**src/rtl/bpe_pkg.sv**
```systemverilog
// Package of constants for the booster phase enable and multiphase control block.
package bpe_pkg;

    // ************************************************************
    // Register map
    // ************************************************************
    localparam logic [7:0] BPE_CTRL_OFS = 8'h00;
    localparam logic [7:0] BPE_STAT_OFS = 8'h04;
    localparam logic [7:0] BPE_FSCLR_OFS = 8'h08;

    // ************************************************************
    // Control register fields and reset value
    // ************************************************************
    localparam int BPE_SW_EN_LSB = 0;
    localparam int BPE_PIN_SEL_BIT = 2;
    localparam int BPE_SYNC_INV_BIT = 3;
    localparam int BPE_ROLE_LSB = 4;
    localparam int BPE_GAIN_LSB = 6;
    localparam int BPE_SKIP_LSB = 8;
    localparam int BPE_FSFREQ_LSB = 10;
    localparam logic [12:0] BPE_CTRL_RST = 13'h00C0;

    // ************************************************************
    // Field encodings
    // ************************************************************
    localparam logic [1:0] BPE_SKIP_OFF = 2'h0;
    localparam logic [1:0] BPE_GAIN_OFF = 2'h0;
    localparam logic [1:0] BPE_ROLE_MASTER = 2'h1;
    localparam logic [1:0] BPE_ROLE_SLAVE = 2'h2;

    // ************************************************************
    // Timing, pin count and PWM sources
    // ************************************************************
    localparam int BPE_CLK_MHZ = 100;
    localparam int BPE_FS_BASE_KHZ = 200;
    localparam int BPE_FS_PERIOD_BASE = BPE_CLK_MHZ * 1000 / BPE_FS_BASE_KHZ;
    localparam int BPE_FS_PERIOD_STEP = 50;
    localparam int BPE_EXT_DEB_CYC = 8;
    localparam int BPE_PIN_NUM = 9;

    typedef enum logic [1:0] {
        BPE_SRC_SYNC,
        BPE_SRC_FS
    } bpe_src_t;

endpackage

```
**src/rtl/bpe_ctrl.sv**
```systemverilog
// Phase enable, multiphase role, sync and skip-cycle control with an APB register file.
//
// Local design decisions: the register offsets and register access over APB.
`timescale 1ns/1ps

// How it works
// - Skip selection 00 never suppresses PWM pulses.
// - Nonzero skip selection stops gate pulses while compensation voltage is below its threshold.
// - Gain field 00 disables the error amplifier; host writes 00 on slaves.
// - Role 01 is master; its amplifier drives the shared compensation node.
// - Role 10 is slave; the compensation node is only sensed, not driven.
// - Overvoltage blocks gate pulses locally; host programs equal thresholds.
// - Pin select 0: falling edge on the shared pin enters fail-safe mode.
// - Pin select 0: phase enables on enable bit rising, disables on falling.
// - Pin select 1: phase runs only with enable bit and debounced pin high.
// - Enable bit 0 turns the phase off and holds its gate low.
// - Amplifier is never switched off automatically when all phases are off.
// - Sync input sampled and edge-debounced over two cycles; inversion picks edge.
// - Fail-safe mode switches PWM source to an internal divider at selected frequency.
module bpe_ctrl
    import bpe_pkg::*;
(
    input wire logic clk_i,
    input wire logic srst_i,
    input wire logic psel_i,
    input wire logic penable_i,
    input wire logic pwrite_i,
    input wire logic [7:0] paddr_i,
    input wire logic [31:0] pwdata_i,
    output logic [31:0] prdata_o,
    output logic pready_o,
    output logic pslverr_o,
    input wire logic booster_sync_input_i,
    input wire logic failsafe_or_enable_pin_i,
    input wire logic phase_ext_enable_pin_i,
    input wire logic boost_overvolt_i,
    input wire logic [2:0] comp_below_thr_i,
    input wire logic [1:0] peak_reached_i,
    output logic [1:0] gate_o,
    output logic [1:0] err_amp_gain_o,
    output logic err_amp_en_o,
    output logic comp_drive_en_o,
    output logic fail_safe_mode_o
);

    // ************************************************************
    // Pin synchronisers
    // ************************************************************
    // Bit order: 0 sync, 1 shared pin, 2 ext enable, 3 overvoltage, 6:4 thresholds, 8:7 peak.
    logic [BPE_PIN_NUM-1:0] pin_raw;
    logic [BPE_PIN_NUM-1:0] sy1_r;
    logic [BPE_PIN_NUM-1:0] sy2_r;
    logic [BPE_PIN_NUM-1:0] sy3_r;
    logic [BPE_PIN_NUM-1:0] flt_r;
    logic [BPE_PIN_NUM-1:0] flt_d_r;

    assign pin_raw = {peak_reached_i, comp_below_thr_i, boost_overvolt_i,
                      phase_ext_enable_pin_i, failsafe_or_enable_pin_i, booster_sync_input_i};

    always_ff @(posedge clk_i) begin
        if (srst_i) begin
            sy1_r <= '0;
            sy2_r <= '0;
            sy3_r <= '0;
        end else begin
            sy1_r <= pin_raw;
            sy2_r <= sy1_r;
            sy3_r <= sy2_r;
        end
    end

    // A change only counts once two samples agree, which is the two-cycle edge debounce.
    always_ff @(posedge clk_i) begin
        if (srst_i) begin
            flt_r <= '0;
            flt_d_r <= '0;
        end else begin
            for (int i = 0; i < BPE_PIN_NUM; i++) begin
                if (sy2_r[i] == sy3_r[i]) begin
                    flt_r[i] <= sy3_r[i];
                end
            end
            flt_d_r <= flt_r;
        end
    end

    // ************************************************************
    // Registers
    // ************************************************************
    logic [12:0] ctrl_r;
    logic fs_r;
    logic [1:0] run;
    logic [1:0] sw_en;
    logic pin_sel;
    logic sync_inv;
    logic [1:0] role;
    logic [1:0] skip_sel;
    logic [2:0] fs_freq;
    logic wr_ok;
    logic map_hit;
    logic [31:0] rd_nxt;

    assign sw_en = ctrl_r[BPE_SW_EN_LSB +: 2];
    assign pin_sel = ctrl_r[BPE_PIN_SEL_BIT];
    assign sync_inv = ctrl_r[BPE_SYNC_INV_BIT];
    assign role = ctrl_r[BPE_ROLE_LSB +: 2];
    assign err_amp_gain_o = ctrl_r[BPE_GAIN_LSB +: 2];
    assign skip_sel = ctrl_r[BPE_SKIP_LSB +: 2];
    assign fs_freq = ctrl_r[BPE_FSFREQ_LSB +: 3];

    assign map_hit = (paddr_i == BPE_CTRL_OFS) || (paddr_i == BPE_STAT_OFS)
                     || (paddr_i == BPE_FSCLR_OFS);
    assign pready_o = 1'b1;
    assign pslverr_o = psel_i && penable_i && !map_hit;
    assign wr_ok = psel_i && penable_i && pwrite_i;

    always_ff @(posedge clk_i) begin
        if (srst_i) begin
            ctrl_r <= BPE_CTRL_RST;
        end else if (wr_ok && paddr_i == BPE_CTRL_OFS) begin
            ctrl_r <= pwdata_i[12:0];
        end
    end

    always_comb begin
        rd_nxt = 32'h0;
        if (paddr_i == BPE_CTRL_OFS) begin
            rd_nxt = {19'h0, ctrl_r};
        end else if (paddr_i == BPE_STAT_OFS) begin
            rd_nxt = {25'h0, flt_r[3], gate_o, comp_drive_en_o, err_amp_en_o, fs_r, run[1]};
            rd_nxt[7] = run[0];
        end
    end

    // Read data is loaded in the setup cycle so that it comes from a flip-flop.
    always_ff @(posedge clk_i) begin
        if (srst_i) begin
            prdata_o <= 32'h0;
        end else if (psel_i && !penable_i) begin
            prdata_o <= rd_nxt;
        end
    end

    // ************************************************************
    // Fail-safe entry and exit
    // ************************************************************
    logic fs_fall;
    assign fs_fall = !pin_sel && flt_d_r[1] && !flt_r[1];

    // Entry wins over a software clear in the same cycle.
    always_ff @(posedge clk_i) begin
        if (srst_i) begin
            fs_r <= 1'b0;
        end else if (fs_fall) begin
            fs_r <= 1'b1;
        end else if (wr_ok && paddr_i == BPE_FSCLR_OFS && pwdata_i[0]) begin
            fs_r <= 1'b0;
        end
    end
    assign fail_safe_mode_o = fs_r;

    // ************************************************************
    // Phase enables
    // ************************************************************
    logic [1:0] sw_d_r;
    logic [1:0] edge_run_r;
    logic [1:0] ext_deb_r;
    logic [1:0] ext_lvl;
    logic [3:0] deb_cnt_r [2];

    assign ext_lvl = {flt_r[1], flt_r[2]};

    // The shared pin is debounced too, even when it serves as fail-safe trigger.
    for (genvar g = 0; g < 2; g++) begin : g_deb
        always_ff @(posedge clk_i) begin
            if (srst_i) begin
                deb_cnt_r[g] <= 4'h0;
                ext_deb_r[g] <= 1'b0;
            end else if (ext_lvl[g] == ext_deb_r[g]) begin
                deb_cnt_r[g] <= 4'h0;
            end else if (deb_cnt_r[g] == 4'(BPE_EXT_DEB_CYC - 1)) begin
                deb_cnt_r[g] <= 4'h0;
                ext_deb_r[g] <= ext_lvl[g];
            end else begin
                deb_cnt_r[g] <= deb_cnt_r[g] + 4'h1;
            end
        end
    end

    always_ff @(posedge clk_i) begin
        if (srst_i) begin
            sw_d_r <= 2'h0;
            edge_run_r <= 2'h0;
        end else begin
            sw_d_r <= sw_en;
            for (int i = 0; i < 2; i++) begin
                if (sw_en[i] && !sw_d_r[i]) begin
                    edge_run_r[i] <= 1'b1;
                end else if (!sw_en[i] && sw_d_r[i]) begin
                    edge_run_r[i] <= 1'b0;
                end
            end
        end
    end

    always_comb begin
        for (int i = 0; i < 2; i++) begin
            if (!sw_en[i]) begin
                run[i] = 1'b0;
            end else if (pin_sel) begin
                run[i] = ext_deb_r[i];
            end else begin
                run[i] = edge_run_r[i];
            end
        end
    end

    // ************************************************************
    // Amplifier and compensation node
    // ************************************************************
    // The amplifier follows the gain field only; phases being off do not stop it.
    assign err_amp_en_o = (err_amp_gain_o != BPE_GAIN_OFF);
    assign comp_drive_en_o = err_amp_en_o && (role != BPE_ROLE_SLAVE);

    // ************************************************************
    // PWM source and gates
    // ************************************************************
    logic [9:0] fs_cnt_r;
    logic [9:0] fs_period;
    logic sync_rise;
    logic sync_fall;
    logic [1:0] start;
    logic skip;
    bpe_src_t src;

    assign fs_period = 10'(BPE_FS_PERIOD_BASE) - 10'(fs_freq) * 10'(BPE_FS_PERIOD_STEP);
    assign src = fs_r ? BPE_SRC_FS : BPE_SRC_SYNC;

    always_ff @(posedge clk_i) begin
        if (srst_i || !fs_r || fs_cnt_r >= fs_period - 10'h1) begin
            fs_cnt_r <= 10'h0;
        end else begin
            fs_cnt_r <= fs_cnt_r + 10'h1;
        end
    end

    assign sync_rise = flt_r[0] && !flt_d_r[0];
    assign sync_fall = !flt_r[0] && flt_d_r[0];

    always_comb begin
        case (src)
            BPE_SRC_SYNC: begin
                start[0] = sync_inv ? sync_fall : sync_rise;
                start[1] = sync_inv ? sync_rise : sync_fall;
            end
            BPE_SRC_FS: begin
                start[0] = fs_cnt_r == 10'h0;
                start[1] = fs_cnt_r == (fs_period >> 1);
            end
            default: start = 2'h0;
        endcase
    end

    // Thresholds are external comparators; only the selected one counts.
    assign skip = (skip_sel != BPE_SKIP_OFF) && flt_r[4 + int'(skip_sel) - 1];

    always_ff @(posedge clk_i) begin
        if (srst_i) begin
            gate_o <= 2'h0;
        end else begin
            for (int i = 0; i < 2; i++) begin
                if (!run[i] || skip || flt_r[3]) begin
                    gate_o[i] <= 1'b0;
                end else if (start[i]) begin
                    gate_o[i] <= 1'b1;
                end else if (flt_r[7 + i]) begin
                    gate_o[i] <= 1'b0;
                end
            end
        end
    end
endmodule

```
**config.mk**
```make
export PLATFORM = sky130hd
export DESIGN_NAME = bpe_ctrl
export DESIGN_NICKNAME = d
export VERILOG_FILES = /design/src/rtl/bpe_pkg.sv /design/src/rtl/bpe_ctrl.sv
export SDC_FILE = /design/constraint.sdc
export NUM_CORES = 1
export LEC_CHECK = 0
export BUFFER_PORTS_ARGS = -buffer_cell sky130_fd_sc_hd__buf_2
export CORE_UTILIZATION = 54
export CTS_CLUSTER_DIAMETER = 40
export DETAILED_ROUTE_END_ITERATION = 12
export PLACE_DENSITY = 0.8
export SYNTH_ARGS = -nofsm -noshare
export SYNTH_HDL_FRONTEND = slang
export SYNTH_SLANG_ARGS = --single-unit
```
**constraint.sdc**
```tcl
create_clock -name clk_i -period 10.2 [get_ports clk_i]
set_input_delay 1.53 -clock clk_i [delete_from_list [all_inputs] [get_ports clk_i]]
set_output_delay 1.53 -clock clk_i [all_outputs]
set_load 0.005 [all_outputs]
```
# Word-level counts from Yosys, hierarchy flattened
# Memories as Yosys holds them, arrays and structs flattened.
# Index checks and enable logic that the tools add are counted.
# Widths: inputs -> output; s select.
totals:
  mem_count: 1
  word_cells: 166
  regBits: 102
  ramBits: 8
mem_list:
  columns: ["memory", "words", "word_bits", "rd", "rd_ports_with_merged_regs", "wr", "line", "rtl"]
  rows:
  - ["deb_cnt_r", 2, 4, 2, 0, 2, "bpe_ctrl.sv:169", "logic [3:0] deb_cnt_r [2];"]
op_classes:
  order_cmp: 2
  n_mul: 1
  add_sub_neg: 7
  n_bitwise: 8
  n_mux: 53
  reduce_logical: 52
  n_eq_ne: 18
op_table:
  columns: ["op", "count"]
  rows:
  - ["$mux 1", 43]
  - ["$mux 4", 6]
  - ["$logic_and 1x1->1", 17]
  - ["$reduce_bool 2->1", 7]
  - ["$logic_not 1->1", 13]
  - ["$mux 13", 1]
  - ["$eq 1x1->1", 11]
  - ["$add 10x1->10 const B", 1]
  - ["$eq 10x9->1", 1]
  - ["$ge 10x10->1", 1]
  - ["$logic_not 10->1", 1]
  - ["$sub 10x1->10 const B", 1]
  - ["$sub 9x9->10 const A", 1]
  - ["$add 4x1->4 const B", 2]
  - ["$eq 4x3->1 const B", 2]
  - ["$eq 8x3->1 const B", 1]
  - ["$eq 8x4->1 const B", 1]
  - ["$logic_not 8->1", 1]
  - ["$logic_or 1x1->1", 8]
  - ["$mul 3x5->8 const B", 1]
  - ["$mux 8", 1]
  - ["$lt 5x6->1 const B", 1]
  - ["$or 1x1->1", 6]
  - ["$sub 4x1->5 const B", 1]
  - ["other kinds (9)", 12]

# Longest topological paths before layout
# Gate-level depths: netlist (run 1).
logic_depth:
  word_depth: 9
  depth_mapped: 14

# Least setup slack after synthesis (run 1)
# OpenSTA, ideal clock, no wires.
synth_path:
  kind: "input to output"
  from: "in paddr_i[2]"
  to: "out pslverr_o"
  required_time_ps: 8670
  path_stages: 4
  arrival_time_ps: 2213
  slack_ps: 6457
  n_path_buf: 2
  path_cell_list: "clkbuf_1 clkbuf_1 a21oi_1 nor2_1"
synth_via:
  elab_chain_len: 5
  elab_cells_between_ends: 7
  classes_between: "eq/ne: 2; reduce/logical: 5"
synth_rtl:
  columns: ["item", "line", "rtl"]
  rows:
  - ["start: declaration", "bpe_ctrl.sv:28", "input wire logic [7:0] paddr_i,"]
  - ["$eq 8x3->1 / $logic_not 8->1 (equally long branches)", "bpe_ctrl.sv:111", "assign map_hit = (paddr_i == BPE_CTRL_OFS) || (paddr_i == BPE_STAT_OFS)"]
  - ["$logic_or 1x1->1", "bpe_ctrl.sv:111", null]
  - ["$logic_or 1x1->1 (*)", "bpe_ctrl.sv:112", "|| (paddr_i == BPE_FSCLR_OFS);"]
  - ["$logic_not 1->1 (*)", "bpe_ctrl.sv:114", "assign pslverr_o = psel_i && penable_i && !map_hit;"]
  - ["$logic_and 1x1->1 (*)", "bpe_ctrl.sv:114", null]
  - ["end: declaration", "bpe_ctrl.sv:32", "output logic pslverr_o,"]
# Mark *: on every way between the ends. The rest lies on a longest branch, timed or not.

# Final worst setup path (run 1)
layout_path:
  from: "in paddr_i[1]"
  to: "out pslverr_o"
# Same word-level chain as after synthesis.

==> impl_metrics.yaml, run 1 <==
clock_network:
  numCtsBuffers: 9
  cts_setup_buffers: 0
  cts_resized: 0
  clkTransAtPathRegs_ns: 0.08
  clockRootBuffer: "clkbuf_8"
  cts_max_level: 3
  clkLatencyLatePin_ns: 0.35
  cts_tree: "yes"
  cts-hold-fix-buffers: 0
  cts.sinks: 91
  clock_path_buffers: 2
layout:
  final_cell_mix: "83 x dfxtp_1, 57 x nor2_1, 55 x buf_2, 40 x nor2b_1, 28 x conb_1"
  layout.nets: 592
  num-fill-cells: 610
  layout-drive-gt1-share_pct: 15.44
  area_growth_pct: 11.24
  final_common_cell: "dfxtp_1"
  diodes: 0
  fin_util_pct: 61.84
floorplanning:
  dieWidth_microns: 91.19
  std_cell_rows: 32
  initial_core_util_pct: 55.59
  dieArea_sq_um: 8315
  die_y_microns: 91.19
  core_area_sq_um: 7727
  num_io_pins: 95
worst_setup_path:
  end_kind: "output port"
  crit_arrival_ns: 2.46
  cp_slowest_cell: "nor4_1"
  worstPathRequired_ns: 8.67
  r2r-start: "ctrl_r[11]$_SDFFE_PP0P_"
  max_stage_delay_ns: 0.33
  crit_path_max_fanout: 4
  r2r-end: "fs_cnt_r[3]$_SDFF_PP0_"
  cpMostUsedCell: "buf_2"
  start_kind: "primary input"
  critPathKind: "in -> out"
  r2r_cells: 13
  path_cells: "buf_2 > nor4_1 > nand2_1 > a21oi_1 > nor2_1 > buf_2"
  worst-r2r-setup-slack_ns: 6.37
yosys:
  synth_compound_area_share_pct: 8.739
  yosys.area_share.simple_pct: 19.14
  ys_warn_count: 0
  synth.distinct_cells: 47
  synth_mux_area_share_pct: 6.001
  syn_avg_cell_area_sq_um: 9.420
  ys_seq_area_share_pct: 44.28
  yosys.area.top_type: "dfxtp_1"
  synthTopCellsByArea: "dfxtp_1 39%, ha_1 7.3%, nor2b_1 5.8%"
  synth_top_area_share_pct: 38.68
  synth_adder_area_share_pct: 7.282
  ys_ff_latch: 91
  syn-cell-area_sq_um: 4295
  synth_edf_count: 8
  synth_top_family_by_area: "simple AND/OR/NAND/NOR gates"
  synthArstFlopShare_pct: 0
  synthXorXnorAreaFrac_pct: 7.341
  synthCells: 456
  synthFlopType: "dfxtp_1"
sta:
  hold_viol_final: 0
  relSlewSlack_pct: 50.36
  grt_setup_unrepaired: "no"
  finalCritPeriodShare_pct: 39.12
  finalSetupTns_ns: 0
  fin_skew_ns: 0.01716
  worst_pin_slew_ns: 0.7413
  period_needed_ns: 3.990
  final_max_slew_viol_count: 0
  timing.final.ws_setup_ns: 6.210
  setup_violations: 0
  max_freq_mhz: 250.6
drt:
  drc_errors: 1
  final_antenna_net_count: 0
  avgRoutedWirePerCell_microns: 12.23
  first_pass_iters: 8
  routed_via_density: 5.081
  first_iter_violations: 99
  vias: 3150
  wl_microns: 7580
pwr:
  power_density_nw_per_um2: 131.2
  vdd_drop_max_v: 0.00007963
  power.static_leakage_nw: 1.972
place:
  pre_cts_ws_ns: 6.220
  place_congestion: 0.7865
  hpwl_microns: 5466
  numPortBuffers: 55
global_route:
  grt_pass1_wl_microns: 12850
  grt_pass1_vias: 2888
  overflow: 0
  grt_max_degree: 76
  grt_antenna_before_repair: 0
  grt_usage_pct: 19.00
min_path:
  hold_path_depth: 1
  hold_class: "reg -> reg"
  min_to: "sy2_r[6]$_SDFF_PP0_"
  hp-start: "sy1_r[6]$_SDFF_PP0_"
run_status:
  outcome: "finished, violations left"
  violations: "DRC"
job:
  cap_violations: 0
## where the power goes
part           total [W]  switching, W  internal (W)
clock           0.000236      0.000122      0.000114
combinational  0.0000234     0.0000135    0.00000990
sequential      0.000368    0.00000250      0.000365
## state kept, by name (all words and copies together), names as in the netlist, 8 cells and up
name,count
ctrl_r,13
prdata_o,13
fs_cnt_r,10
flt_r,9
sy1_r,9
sy2_r,9
sy3_r,9
deb_cnt_r,8
## worst max path at each step
| stage | start | to | cells after the start |
|---|---|---|---|
| after global placement | paddr_i[1] | pslverr_o | 6 |
| after floorplan | paddr_i[2] | pslverr_o | 4 |
| after global routing | paddr_i[1] | pslverr_o | 6 |
| after detailed placement | paddr_i[1] | pslverr_o | 6 |
| after CTS | paddr_i[1] | pslverr_o | 6 |
| final | paddr_i[1] | pslverr_o | 6 |
## through the flow
| stage | hold slack [ns] | cell area [sq um] | std cells | power [W] |
|---|---|---|---|---|
| after floorplan | 0.4138 | 4393 | 482 | 0.0003952 |
| after global routing | 0.4602 | 4778 | 620 | 0.0006519 |
| after detailed placement | 0.4227 | 4587 | 604 | 0.0003996 |
| final | 0.4411 | 4778 | 620 | 0.0006271 |
| after global placement | 0.4167 | 4587 | 604 | 0.0003986 |
| after CTS | 0.4429 | 4778 | 620 | 0.0006319 |
## synth_stat cells, drive strengths merged, types with 3 or more instances
cell type	instances
a211o	3
a21oi	20
a22oi	12
and3	3
buf	24
clkbuf	13
dfxtp	83
edfxtp	8
ha	25
inv	21
mux2	4
mux2i	19
nand2	20
nand2b	3
nand3	13
nor2	57
nor2b	40
nor3	5
o21ai	16
or3	3
xnor2	18
xor2	18
## metal layers
layer | vias up | routed length [microns] | part of all wire [%] | global-route usage, %
li1 | 1592 | - | - | -
met1 | 1454 | 3535 | 47 | 24.02
met2 | 87 | 3524 | 46 | 31.38
met3 | 17 | 353 | 4.7 | 4.439
met4 | 0 | 166 | 2.2 | 7.407
met5 | - | 0 | 0 | 0
## critical path: cells and delay by family
family / cells / cell delay (ns)
compound gates: 1 / 0.17
simple gates: 3 / 0.55
buf+inv: 2 / 0.21
## area by class of cell
type                            count  area, sq um  share of cell area [%]
Multi-Input combinational cell    333         2188                   45.80
Sequential cell                    91         1902                   39.80
Inverter                           21        78.83                   1.650
Clock buffer                       10        127.6                   2.671
Clock inverter                      6        63.81                   1.335
Tap cell                          102        127.6                   2.671
Timing Repair Buffer               57        290.3                   6.075
## cells by family (layout without fill, tap and decap cells)
family,after synthesis,in the layout
buffers and inverters,58,94
xor gates and xnor gates,36,36
and+or+nand+nor,160,160
muxes,24,24
other,2,28
AOI/OAI and AO/OA,60,60
adders and majority gates,25,25
DFF,91,91
Note: power is estimated with default switching activity, not from simulation.
==> run 2: changes to the inputs <==
==> constraint.sdc (replaced) <==
create_clock -name clk_i -period 4.1 [get_ports clk_i]
set_input_delay 0.615 -clock clk_i [delete_from_list [all_inputs] [get_ports clk_i]]
set_output_delay 0.615 -clock clk_i [all_outputs]
set_load 0.005 [all_outputs]
==> impl_metrics.yaml, run 2 (synthesis results as in run 1) <==
run_status:
  outcome: "finished clean"
worst_setup_path:
  worst-r2r-setup-slack_ns: 0.42
  crit_start: "ctrl_r[11]$_SDFFE_PP0P_"
  end_kind: "flip-flop"
  crit_path_max_fanout: 10
  r2r-start: "ctrl_r[11]$_SDFFE_PP0P_"
  worstPathRequired_ns: 4.38
  start_kind: "flip-flop"
  setup.worst_path.end: "fs_cnt_r[2]$_SDFF_PP0_"
  critPathKind: "reg -> reg"
  crit_arrival_ns: 3.96
  r2r-end: "fs_cnt_r[2]$_SDFF_PP0_"
  r2r_cells: 14
sta:
  hold_viol_final: 0
  finalSetupTns_ns: 0
  final_max_slew_viol_count: 0
  period_needed_ns: 3.678
  relSlewSlack_pct: 42.98
  setup_violations: 0
  worst_pin_slew_ns: 0.8553
  fin_skew_ns: 0.01508
  finalCritPeriodShare_pct: 89.70
  max_freq_mhz: 271.9
  grt_setup_unrepaired: "no"
clock_network:
  cts_tree: "yes"
  clkTransAtPathRegs_ns: 0.08
  cts.sinks: 91
  cts-hold-fix-buffers: 0
  cts_resized: 0
  cts_setup_buffers: 0
  clkLatencyLatePin_ns: 0.36
  cts_max_level: 3
  clockRootBuffer: "clkbuf_8"
  clock_path_buffers: 2
  numCtsBuffers: 9
layout:
  fin_cells: 621
  final_common_cell: "dfxtp_1"
  diodes: 0
  final_cell_mix: "83 x dfxtp_1, 57 x nor2_1, 55 x buf_2, 40 x nor2b_1, 28 x conb_1"
  layout.nets: 593
  area_growth_pct: 10.98
  reg_top3: "ctrl_r: 13 flops, prdata_o: 13 flops, fs_cnt_r: 10 flops"
  seq_area_sq_um: 1902
  final_area_sq_um: 4767
  num-fill-cells: 618
  fin_util_pct: 61.69
  layout-drive-gt1-share_pct: 15.61
  multi_input_area_sq_um: 2188
drt:
  first_iter_violations: 113
  wl_microns: 7790
  top_layer: "met4"
  wl_met3_microns: 273
  final_antenna_net_count: 0
  avgRoutedWirePerCell_microns: 12.54
  m1WireLength_microns: 3583
  first_pass_iters: 6
  drc_errors: 0
  vias: 3183
  wl_met2_microns: 3788
  routed_via_density: 5.126
place:
  numPortBuffers: 55
  place_congestion: 0.7980
  hpwl_microns: 5612
  placed_cell_area_sq_um: 4594
  placedCellCount: 605
global_route:
  overflow: 0
  grt_max_degree: 49
  grt_pass1_vias: 3062
  grt_antenna_before_repair: 0
  grt_usage_pct: 19.88
  grt_pass1_wl_microns: 13230
floorplanning:
  dieArea_sq_um: 8315
  num_io_pins: 95
  die_y_microns: 91.19
  initial_core_util_pct: 55.59
  core_area_sq_um: 7727
  std_cell_rows: 32
  dieWidth_microns: 91.19
pwr:
  vdd_drop_max_v: 0.0001494
  power_density_nw_per_um2: 317.4
  power_w: 0.001513
  power.static_leakage_nw: 1.960
job:
  cap_violations: 0
min_path:
  hold_class: "reg -> reg"
## run 2: metrics by stage
stage,hold WS (ns),worst slack [ns]
floorplan,0.4138,0.8388
global placement,0.4169,0.7541
detailed placement,0.4227,0.6437
CTS,0.4428,0.4656
global route,0.4543,0.2880
finish,0.4418,0.4221
## run 2: where the power goes
part / internal [W] / switching [W]
combinational: 0.0000246 / 0.0000330
clock: 0.000240 / 0.000300
sequential: 0.000909 / 0.00000633
total: 0.00117 / 0.000340
## run 2: worst max-delay path, cell delays in order (launching register included)
cell and delay (ns):
dfxtp_1 0.49, inv_1 0.16, ha_1 0.34, ha_1 0.35, nor2b_1 0.25, and2_1 0.18
xor2_1 0.41, nand3b_1 0.20, xnor2_1 0.23, ha_1 0.27, and4_1 0.19, a21oi_1 0.15
o211ai_1 0.11, buf_4 0.18, nor2_1 0.11
## run 2: worst min path at each step
stage | start | end | slack, ns | depth (start not counted)
final | sy1_r[6]$_SDFF_PP0_ | sy2_r[6]$_SDFF_PP0_ | 0.44 | 1
after detailed placement | sy1_r[6]$_SDFF_PP0_ | sy2_r[6]$_SDFF_PP0_ | 0.42 | 1
after CTS | sy1_r[6]$_SDFF_PP0_ | sy2_r[6]$_SDFF_PP0_ | 0.44 | 1
after global placement | sy1_r[5]$_SDFF_PP0_ | sy2_r[5]$_SDFF_PP0_ | 0.42 | 1
after global routing | pwdata_i[6] | ctrl_r[6]$_SDFFE_PP1P_ | 0.45 | 2
after floorplan | sy1_r[0]$_SDFF_PP0_ | sy2_r[0]$_SDFF_PP0_ | 0.41 | 1
## run 2: per-layer routing
metal	GRT usage [%]	up-vias
met4	8.069	0
li1	-	1596
met3	4.690	11
met2	35.04	80
met5	0	-
met1	23.15	1496
## run 2: area by class of cell
class,count,share of cell area (%)
Clock buffer,13,3.123
Clock inverter,3,0.4987
Inverter,21,1.654
Multi-Input combinational cell,333,45.91
Sequential cell,91,39.89
Tap cell,102,2.677
Timing Repair Buffer,58,6.247
